==> config.mk <==
export PLATFORM = sky130hd
export DESIGN_NAME = itc_timing_regs
export DESIGN_NICKNAME = d
export VERILOG_FILES = /design/src/rtl/itc_pkg.sv /design/src/rtl/itc_glitch_filter.sv /design/src/rtl/itc_timing_regs.sv
export SDC_FILE = /design/constraint.sdc
export NUM_CORES = 1
export LEC_CHECK = 0
export ABC_CLOCK_PERIOD_IN_PS = 4760
export BUFFER_PORTS_ARGS = -buffer_cell sky130_fd_sc_hd__buf_4
export CAP_MARGIN = 40
export CORE_UTILIZATION = 30
export CTS_CLUSTER_SIZE = 16
export DETAILED_ROUTE_END_ITERATION = 7
export GPL_ROUTABILITY_DRIVEN = 0
export GPL_TIMING_DRIVEN = 1
export HOLD_SLACK_MARGIN = 0.15
export PLACE_DENSITY_LB_ADDON = 0.05
export SYNTH_ARGS = -nofsm -noshare
export SYNTH_HDL_FRONTEND = slang
export SYNTH_HIERARCHICAL = 1
export SYNTH_SLANG_ARGS = --single-unit
==> constraint.sdc <==
create_clock -name mclk_i -period 4.76 [get_ports mclk_i]
set_clock_uncertainty 0.15 [all_clocks]
set_input_delay 0.714 -clock mclk_i [delete_from_list [all_inputs] [get_ports mclk_i]]
set_output_delay 0.714 -clock mclk_i [all_outputs]
set_load 0.03 [all_outputs]
==> src/rtl/itc_pkg.sv <==
// Package of constants for the I2C timing configuration register block
package itc_pkg;

  // ----------------------------------------------------------------------
  // Clock and time units
  // ----------------------------------------------------------------------
  localparam int unsigned CLK_RATE_MHZ = 50;
  localparam int unsigned TIME_W = 16;
  localparam logic [15:0] CLK_PERIOD_NS = 16'(1000 / CLK_RATE_MHZ);
  localparam logic [15:0] OSC_UNIT_NS = 16'h0032;
  localparam logic [15:0] FILT_UNIT_NS = 16'h000a;

  // ----------------------------------------------------------------------
  // Register bus geometry and register indexes
  // ----------------------------------------------------------------------
  localparam int unsigned REG_ADDR_W = 8;
  localparam int unsigned IDX_W = 6;
  localparam int unsigned DATA_W = 32;
  localparam logic [5:0] IDX_INPUT_CTRL = 6'h10;
  localparam logic [5:0] IDX_CLK_HIGH = 6'h11;
  localparam logic [5:0] IDX_CLK_LOW = 6'h12;
  localparam logic [5:0] IDX_GP_BYTE = 6'h13;
  localparam logic [5:0] IDX_SELF_TEST = 6'h14;
  localparam logic [1:0] WORD_ALIGN = 2'h0;

  // ----------------------------------------------------------------------
  // Reset values and field layout
  // ----------------------------------------------------------------------
  localparam logic [7:0] RST_INPUT_CTRL = 8'h17;
  localparam logic [7:0] RST_CLK_HIGH = 8'h82;
  localparam logic [7:0] RST_CLK_LOW = 8'h82;
  localparam logic [7:0] RST_GP_BYTE = 8'h00;
  localparam logic [7:0] RST_SELF_TEST = 8'h00;
  localparam logic [7:0] SELF_TEST_WMASK = 8'h1f;
  localparam int unsigned HOLD_MSB = 6;
  localparam int unsigned HOLD_LSB = 4;
  localparam int unsigned DEPTH_MSB = 3;
  localparam int unsigned DEPTH_LSB = 0;
  localparam int unsigned CLKSRC_MSB = 2;
  localparam int unsigned CLKSRC_LSB = 1;

  // ----------------------------------------------------------------------
  // Master clock generator states
  // ----------------------------------------------------------------------
  typedef enum logic [2:0] {
    MCK_IDLE = 3'b001,
    MCK_HIGH = 3'b010,
    MCK_LOW  = 3'b100
  } itc_mck_state_t;

endpackage

==> src/rtl/itc_glitch_filter.sv <==
// Glitch filter for one synchronised I2C input line
`timescale 1ns/1ps
`default_nettype none

module itc_glitch_filter (
  input wire logic mclk_i,
  input wire logic rstn_i,
  input wire logic ce_i,
  input wire logic line_i,
  input wire logic [3:0] depth_i,
  output logic line_o
);
  import itc_pkg::*;

  logic [TIME_W-1:0] stable_ns_r;
  logic [TIME_W-1:0] stable_ns_nxt;
  logic [TIME_W-1:0] limit_ns;

  // ----------------------------------------------------------------------
  // Pulse width measurement
  // ----------------------------------------------------------------------

  // Widest pulse to reject, in ns
  assign limit_ns = TIME_W'({12'h000, depth_i} * FILT_UNIT_NS);
  assign stable_ns_nxt = stable_ns_r + CLK_PERIOD_NS;

  // Follow the input only once it outlasts the filter depth
  always_ff @(posedge mclk_i) begin
    if (!rstn_i) begin
      line_o <= 1'b1;
      stable_ns_r <= '0;
    end else if (ce_i) begin
      if (line_i == line_o) begin
        stable_ns_r <= '0;
      end else if (stable_ns_nxt > limit_ns) begin
        line_o <= line_i;
        stable_ns_r <= '0;
      end else begin
        stable_ns_r <= stable_ns_nxt;
      end
    end
  end

endmodule
`default_nettype wire

==> src/rtl/itc_timing_regs.sv <==
// APB register block setting local I2C timing, filtering and clock select
`timescale 1ns/1ps
`default_nettype none

module itc_timing_regs (
  input wire logic mclk_i,
  input wire logic rstn_i,
  input wire logic ce_i,
  input wire logic psel_i,
  input wire logic penable_i,
  input wire logic pwrite_i,
  input wire logic [itc_pkg::REG_ADDR_W-1:0] paddr_i,
  input wire logic [itc_pkg::DATA_W-1:0] pwdata_i,
  output logic [itc_pkg::DATA_W-1:0] prdata_o,
  output logic pready_o,
  output logic pslverr_o,
  input wire logic scl_pin_i,
  input wire logic sda_pin_i,
  output logic scl_o,
  output logic scl_oe_o,
  output logic scl_in_o,
  output logic sda_in_o,
  input wire logic master_en_i,
  input wire logic slave_stretch_i,
  input wire logic slave_data_set_i,
  output logic slave_release_o,
  input wire logic osc_mode_i,
  input wire logic ext_clk_present_i,
  output logic [1:0] osc_freq_sel_o,
  output logic use_osc_o,
  output logic [7:0] general_purpose_bits_o
);
  import itc_pkg::*;

  // ----------------------------------------------------------------------
  // Declarations
  // ----------------------------------------------------------------------
  logic [7:0] input_ctrl_r;
  logic [7:0] clk_high_r;
  logic [7:0] clk_low_r;
  logic [7:0] gp_byte_r;
  logic [7:0] self_test_r;
  logic [IDX_W-1:0] idx;
  logic hit;
  logic wr_fire;
  logic [7:0] rd_byte;
  logic [1:0] sync1_r;
  logic [1:0] sync2_r;
  logic [1:0] filt;
  logic scl_prev_r;
  logic hold_busy_r;
  logic [TIME_W-1:0] hold_ns_r;
  logic [TIME_W-1:0] hold_ns_nxt;
  logic [TIME_W-1:0] hold_limit;
  itc_mck_state_t mck_state_r;
  logic [TIME_W-1:0] mck_ns_r;
  logic [TIME_W-1:0] mck_ns_nxt;
  logic [TIME_W-1:0] high_limit;
  logic [TIME_W-1:0] low_limit;
  logic mck_drive_low_r;
  logic setup_busy_r;
  logic [TIME_W-1:0] setup_ns_r;
  logic [TIME_W-1:0] setup_ns_nxt;

  // ----------------------------------------------------------------------
  // Address decode
  // ----------------------------------------------------------------------

  // True for an aligned word inside the register span
  function automatic logic reg_hit(input logic [REG_ADDR_W-1:0] a);
    logic [IDX_W-1:0] i;
    i = a[REG_ADDR_W-1:2];
    reg_hit = (a[1:0] == WORD_ALIGN) && (i >= IDX_INPUT_CTRL) &&
              (i <= IDX_SELF_TEST);
  endfunction

  // Scale a count of units to ns on the working clock
  function automatic logic [TIME_W-1:0] units_ns(input logic [7:0] cnt,
    input logic [TIME_W-1:0] unit);
    units_ns = TIME_W'({8'h00, cnt} * unit);
  endfunction

  // Register index is the byte address over four
  assign idx = paddr_i[REG_ADDR_W-1:2];
  assign hit = reg_hit(paddr_i);
  assign wr_fire = psel_i && penable_i && pready_o && pwrite_i;

  // ----------------------------------------------------------------------
  // APB handshake
  // ----------------------------------------------------------------------

  // One wait state, then a single ready cycle
  always_ff @(posedge mclk_i) begin
    if (!rstn_i) begin
      pready_o <= 1'b0;
      pslverr_o <= 1'b0;
    end else if (ce_i) begin
      if (psel_i && penable_i && !pready_o) begin
        pready_o <= 1'b1;
        pslverr_o <= !hit;
      end else begin
        pready_o <= 1'b0;
        pslverr_o <= 1'b0;
      end
    end
  end

  // Read data mux, upper bits read as zero
  always_comb begin
    rd_byte = 8'h00;
    unique case (idx)
      IDX_INPUT_CTRL: rd_byte = input_ctrl_r;
      IDX_CLK_HIGH: rd_byte = clk_high_r;
      IDX_CLK_LOW: rd_byte = clk_low_r;
      IDX_GP_BYTE: rd_byte = gp_byte_r;
      IDX_SELF_TEST: rd_byte = self_test_r;
      default: rd_byte = 8'h00;
    endcase
    if (!hit) begin
      rd_byte = 8'h00;
    end
  end

  // Read data registered during the wait state
  always_ff @(posedge mclk_i) begin
    if (!rstn_i) begin
      prdata_o <= '0;
    end else if (ce_i) begin
      if (psel_i && penable_i && !pready_o && !pwrite_i) begin
        prdata_o <= {24'h000000, rd_byte};
      end else begin
        prdata_o <= '0;
      end
    end
  end

  // ----------------------------------------------------------------------
  // Register file
  // ----------------------------------------------------------------------

  // Writes land on the ready edge only
  always_ff @(posedge mclk_i) begin
    if (!rstn_i) begin
      input_ctrl_r <= RST_INPUT_CTRL;
      clk_high_r <= RST_CLK_HIGH;
      clk_low_r <= RST_CLK_LOW;
      gp_byte_r <= RST_GP_BYTE;
      self_test_r <= RST_SELF_TEST;
    end else if (ce_i && wr_fire && hit) begin
      unique case (idx)
        IDX_INPUT_CTRL: input_ctrl_r <= pwdata_i[7:0];
        IDX_CLK_HIGH: clk_high_r <= pwdata_i[7:0];
        IDX_CLK_LOW: clk_low_r <= pwdata_i[7:0];
        IDX_GP_BYTE: gp_byte_r <= pwdata_i[7:0];
        IDX_SELF_TEST: self_test_r <= pwdata_i[7:0] & SELF_TEST_WMASK;
        default: gp_byte_r <= gp_byte_r;
      endcase
    end
  end

  // General purpose byte and oscillator selection outputs
  always_ff @(posedge mclk_i) begin
    if (!rstn_i) begin
      general_purpose_bits_o <= RST_GP_BYTE;
      osc_freq_sel_o <= RST_SELF_TEST[CLKSRC_MSB:CLKSRC_LSB];
      use_osc_o <= 1'b0;
      scl_o <= 1'b0;
    end else if (ce_i) begin
      general_purpose_bits_o <= gp_byte_r;
      osc_freq_sel_o <= self_test_r[CLKSRC_MSB:CLKSRC_LSB];
      use_osc_o <= osc_mode_i || !ext_clk_present_i;
      scl_o <= 1'b0;
    end
  end

  // ----------------------------------------------------------------------
  // Input synchronisers and glitch filters
  // ----------------------------------------------------------------------

  // Two flops per pin, then a filter on the second
  for (genvar g = 0; g < 2; g++) begin : g_line
    always_ff @(posedge mclk_i) begin
      if (!rstn_i) begin
        sync1_r[g] <= 1'b1;
        sync2_r[g] <= 1'b1;
      end else if (ce_i) begin
        sync1_r[g] <= (g == 0) ? scl_pin_i : sda_pin_i;
        sync2_r[g] <= sync1_r[g];
      end
    end

    // Both lines share one depth, so their relative timing holds
    itc_glitch_filter u_filter (
      .mclk_i(mclk_i),
      .rstn_i(rstn_i),
      .ce_i(ce_i),
      .line_i(sync2_r[g]),
      .depth_i(input_ctrl_r[DEPTH_MSB:DEPTH_LSB]),
      .line_o(filt[g])
    );
  end

  assign scl_in_o = filt[0];

  // ----------------------------------------------------------------------
  // Internal data hold after clock fall
  // ----------------------------------------------------------------------
  assign hold_limit =
    units_ns({5'h00, input_ctrl_r[HOLD_MSB:HOLD_LSB]}, OSC_UNIT_NS);
  assign hold_ns_nxt = hold_ns_r + CLK_PERIOD_NS;

  // Freeze sampled data for the hold time after each clock fall
  always_ff @(posedge mclk_i) begin
    if (!rstn_i) begin
      scl_prev_r <= 1'b1;
      hold_busy_r <= 1'b0;
      hold_ns_r <= '0;
      sda_in_o <= 1'b1;
    end else if (ce_i) begin
      scl_prev_r <= filt[0];
      // A zero hold field leaves the data path transparent
      if (scl_prev_r && !filt[0] && (hold_limit != '0)) begin
        hold_busy_r <= 1'b1;
        hold_ns_r <= CLK_PERIOD_NS;
      end else if (hold_busy_r) begin
        hold_ns_r <= hold_ns_nxt;
        if (hold_ns_r >= hold_limit) begin
          hold_busy_r <= 1'b0;
          sda_in_o <= filt[1];
        end
      end else begin
        sda_in_o <= filt[1];
      end
    end
  end

  // ----------------------------------------------------------------------
  // Master clock generator
  // ----------------------------------------------------------------------
  assign high_limit = units_ns(clk_high_r, OSC_UNIT_NS);
  assign low_limit = units_ns(clk_low_r, OSC_UNIT_NS);
  assign mck_ns_nxt = mck_ns_r + CLK_PERIOD_NS;

  // High phase counts only while the line is seen high
  always_ff @(posedge mclk_i) begin
    if (!rstn_i) begin
      mck_state_r <= MCK_IDLE;
      mck_ns_r <= '0;
      mck_drive_low_r <= 1'b0;
    end else if (ce_i) begin
      if (!master_en_i) begin
        mck_state_r <= MCK_IDLE;
        mck_ns_r <= '0;
        mck_drive_low_r <= 1'b0;
      end else begin
        unique case (mck_state_r)
          MCK_IDLE: begin
            mck_state_r <= MCK_HIGH;
            mck_ns_r <= '0;
          end
          MCK_HIGH: begin
            if (filt[0]) begin
              mck_ns_r <= mck_ns_nxt;
            end
            if (filt[0] && (mck_ns_nxt >= high_limit)) begin
              mck_state_r <= MCK_LOW;
              mck_ns_r <= '0;
              mck_drive_low_r <= 1'b1;
            end
          end
          MCK_LOW: begin
            mck_ns_r <= mck_ns_nxt;
            if (mck_ns_nxt >= low_limit) begin
              mck_state_r <= MCK_HIGH;
              mck_ns_r <= '0;
              mck_drive_low_r <= 1'b0;
            end
          end
          // Illegal code: return to idle with the line released
          default: begin
            mck_state_r <= MCK_IDLE;
            mck_ns_r <= '0;
            mck_drive_low_r <= 1'b0;
          end
        endcase
      end
    end
  end

  // ----------------------------------------------------------------------
  // Slave data setup before clock release
  // ----------------------------------------------------------------------
  assign setup_ns_nxt = setup_ns_r + CLK_PERIOD_NS;

  // Count the low time once data is set, then release
  // Release stays up until the slave drops its stretch or sets data again
  always_ff @(posedge mclk_i) begin
    if (!rstn_i) begin
      setup_busy_r <= 1'b0;
      setup_ns_r <= '0;
      slave_release_o <= 1'b0;
    end else if (ce_i) begin
      if (!slave_stretch_i) begin
        setup_busy_r <= 1'b0;
        setup_ns_r <= '0;
        slave_release_o <= 1'b0;
      end else if (slave_data_set_i && !setup_busy_r) begin
        setup_busy_r <= 1'b1;
        setup_ns_r <= CLK_PERIOD_NS;
        slave_release_o <= 1'b0;
      end else if (setup_busy_r) begin
        setup_ns_r <= setup_ns_nxt;
        if (setup_ns_r >= low_limit) begin
          setup_busy_r <= 1'b0;
          slave_release_o <= 1'b1;
        end
      end
    end
  end

  // Clock line pulled low by the master or a stretching slave
  always_ff @(posedge mclk_i) begin
    if (!rstn_i) begin
      scl_oe_o <= 1'b0;
    end else if (ce_i) begin
      scl_oe_o <= mck_drive_low_r ||
                  (slave_stretch_i && !slave_release_o);
    end
  end

endmodule
`default_nettype wire

==> flow_summary.toml <==
[status]
status = "finished clean"

[worst_setup_path]
cp_max_fo = 9
arrival_ps = 4690
critPathKind = "flop to flop"
crit_path_end_kind = "flop"
cp-start-kind = "flop"
cp.required_ps = 4990

[timing]
max_freq_mhz = 224
max_slew.worst_pin.slew_ps = 765
whs_ps = 325
period_minus_slack_ps = 4460
setup_tns_ps = 0
slew_violations = 0
setup_violations = 0
hold_violations = 0
relSlewSlack = 0.486
rsz0062_at_grt = "no"
min_period_over_period = 0.937

[global_route]
gr-total-overflow = 0
antenna_found_initial = 0
first_global_vias = 6990
grt_max_degree = 49
grt_pass1_wl_um = 39900
grt_usage = 0.158

[synth]
syn_inst = 1059
synth-main-ff-cell = "dfxtp_1"
synth_area_leaders = "dfxtp_1 30%, ha_1 17%, mux2i_1 6.2%"
synth_top_cell_by_area = "dfxtp_1"
yosysMostFrequentCell = "dfxtp_1"
netlist_area_mm2 = 0.00951
synth_common_cells = "144 x dfxtp_1, 132 x ha_1, 98 x nor2_1"
yosysUniqueCellTypes = 76
synth_edf_count = 0
async_flop_share = 0
synth_seq_cells = 144
yosysSeqAreaShare = 0.303
synth_warnings = 6
syn_avg_cell_area_um2 = 8.98
synth_top_area_frac = 0.303

[die]
die_y_um = 180
rows = 64
die_w_um = 180
io_pins = 103
initial_core_util = 0.308
die_area_mm2 = 0.0324
core_mm2 = 0.0309

[placement]
place_hpwl_um = 18700
io_buffers = 53

[clock_network]
clk_transition_reported_paths_ps = 60
cts.path.max_buffers = 2
cts_tree = "yes"
worst_skew_pair.late_latency_ps = 430
cts_root_buf = "clkbuf_16"
cts_buffers = 17
hold_buffers = 0
cts-htree-levels = 4
cts_num_sinks = 144

[drt]
initialDrtViolationCount = 430
drc = 0
dr.pass1.iters = 5
vias_per_cell = 4.82
postRouteAntennaNets = 0
wl_um = 24600
wl_per_cell_um = 16.1
vias = 7389

[pwr]
power_density_mw_per_mm2 = 259
leakage_nw = 4.76
ir_drop_mv = 0.217

[finish]
area_growth_pct = 16.1
layout-drive-gt1-share = 0.134
layout.nets = 1318
regArea_mm2 = 0.00289
nFillCells = 3217
multiInputGateArea_mm2 = 0.00621
antenna_cells = 0

[job]
cap_violations = 0

[worst_hold_path]
hold_path_class = "input port to flop"
==> timing repair <==
action | in CTS | in global routing
gates resized for setup | 0 | 15
setup buffers | 0 | 2
endpoints found under the setup margin | 0 | 17
==> layout make-up <==
class                   count  share of cell area
multi-input cells         824               0.562
flip-flops and latches    144               0.262
repair buffers             81              0.0551
well taps                 396              0.0449
clock buffers              22              0.0430
inverters                  57              0.0194
clock inverters             9              0.0141
==> metal layers <==
metal  global-route usage  part of all wire
met1                0.233              0.54
met2                0.234              0.42
met3               0.0257             0.029
met4               0.0462            0.0096
met5                    0                 0
==> cell families after synthesis <==
kind of cell	Yosys count	synth area share
flip-flops	144	0.303
XOR/XNOR	59	0.0543
AND/OR/NAND/NOR	328	0.175
AO/OA/AOI/OAI	208	0.146
buffers and inverters	115	0.0588
multiplexers	64	0.0716
adder cells (fa/ha/maj)	140	0.191
other	1	0.000394
==> where the power goes <==
group	internal [mW]	switching [mW]	leakage, nW
combinational	0.0506	0.111	3.29
clock	0.917	0.553	0.307
sequential	1.21	0.0106	1.16
==> through the flow <==
stage	total power, mW	instances	area, um2	utilization	setup slack, ps
finish	2.86	1533	11000	0.357	299
global route	2.99	1533	11000	0.357	4.48
CTS	2.91	1531	11000	0.355	88.0
detailed placement	1.42	1500	10300	0.335	137
global placement	1.42	1498	10300	0.334	82.0
floorplan	1.37	1083	9600	-	563
==> final timing paths <==
| path | depth (start not counted) | slack (ps) | start | end |
|---|---|---|---|---|
| max | 17 | 300 | clk_high_r[1] | mck_ns_r[2] |
| min | 2 | 330 | ext_clk_present_i | use_osc_o |
| max reg2reg | 17 | 300 | clk_high_r[1] | mck_ns_r[2] |
| min reg2reg | 2 | 330 | slave_release_o | slave_release_o |
==> sequential cells by signal (all words and copies together), names as in the netlist, 3 cells and up <==
signal and cells:
clk_high_r 8, clk_low_r 8, g_line.u_filter/stable_ns_r 28, general_purpose_bits_o 8, gp_byte_r 8, hold_ns_r 14, input_ctrl_r 8, mck_ns_r 14
mck_state_r 3, prdata_o 8, self_test_r 5, setup_ns_r 14
==> worst max-delay path: stages, from the launching register on <==
cell and delay (ps):
dfxtp_2 350, ha_1 300, ha_1 300, ha_1 330, ha_1 310, a21o_1 160, a21oi_1 220, o21bai_1 90
a21oi_1 220, xor2_1 190, ha_1 270, a21o_1 180, a21oi_1 130, nor2_1 50, nor2_1 250, nand4_1 260
a31oi_4 420, mux2_2 220
==> cell usage in the layout (no fill, tap or decap), drive strengths merged, types with 5 or more instances in the layout <==
cell type	instances
dfxtp	144
ha	132
nor2	101
nand2	89
buf	81
a21oi	61
mux2i	59
inv	57
o21ai	46
xnor2	32
xor2	27
conb	25
and2	24
clkbuf	22
nand3	18
a21o	17
nand4	17
o211ai	16
nor2b	13
and3	12
or3	10
a22o	8
nor3	8
a22oi	8
fa	8
a31oi	7
o21a	6
nor3b	6
and3b	5
or2	5
(Power assumes the default switching activity.)
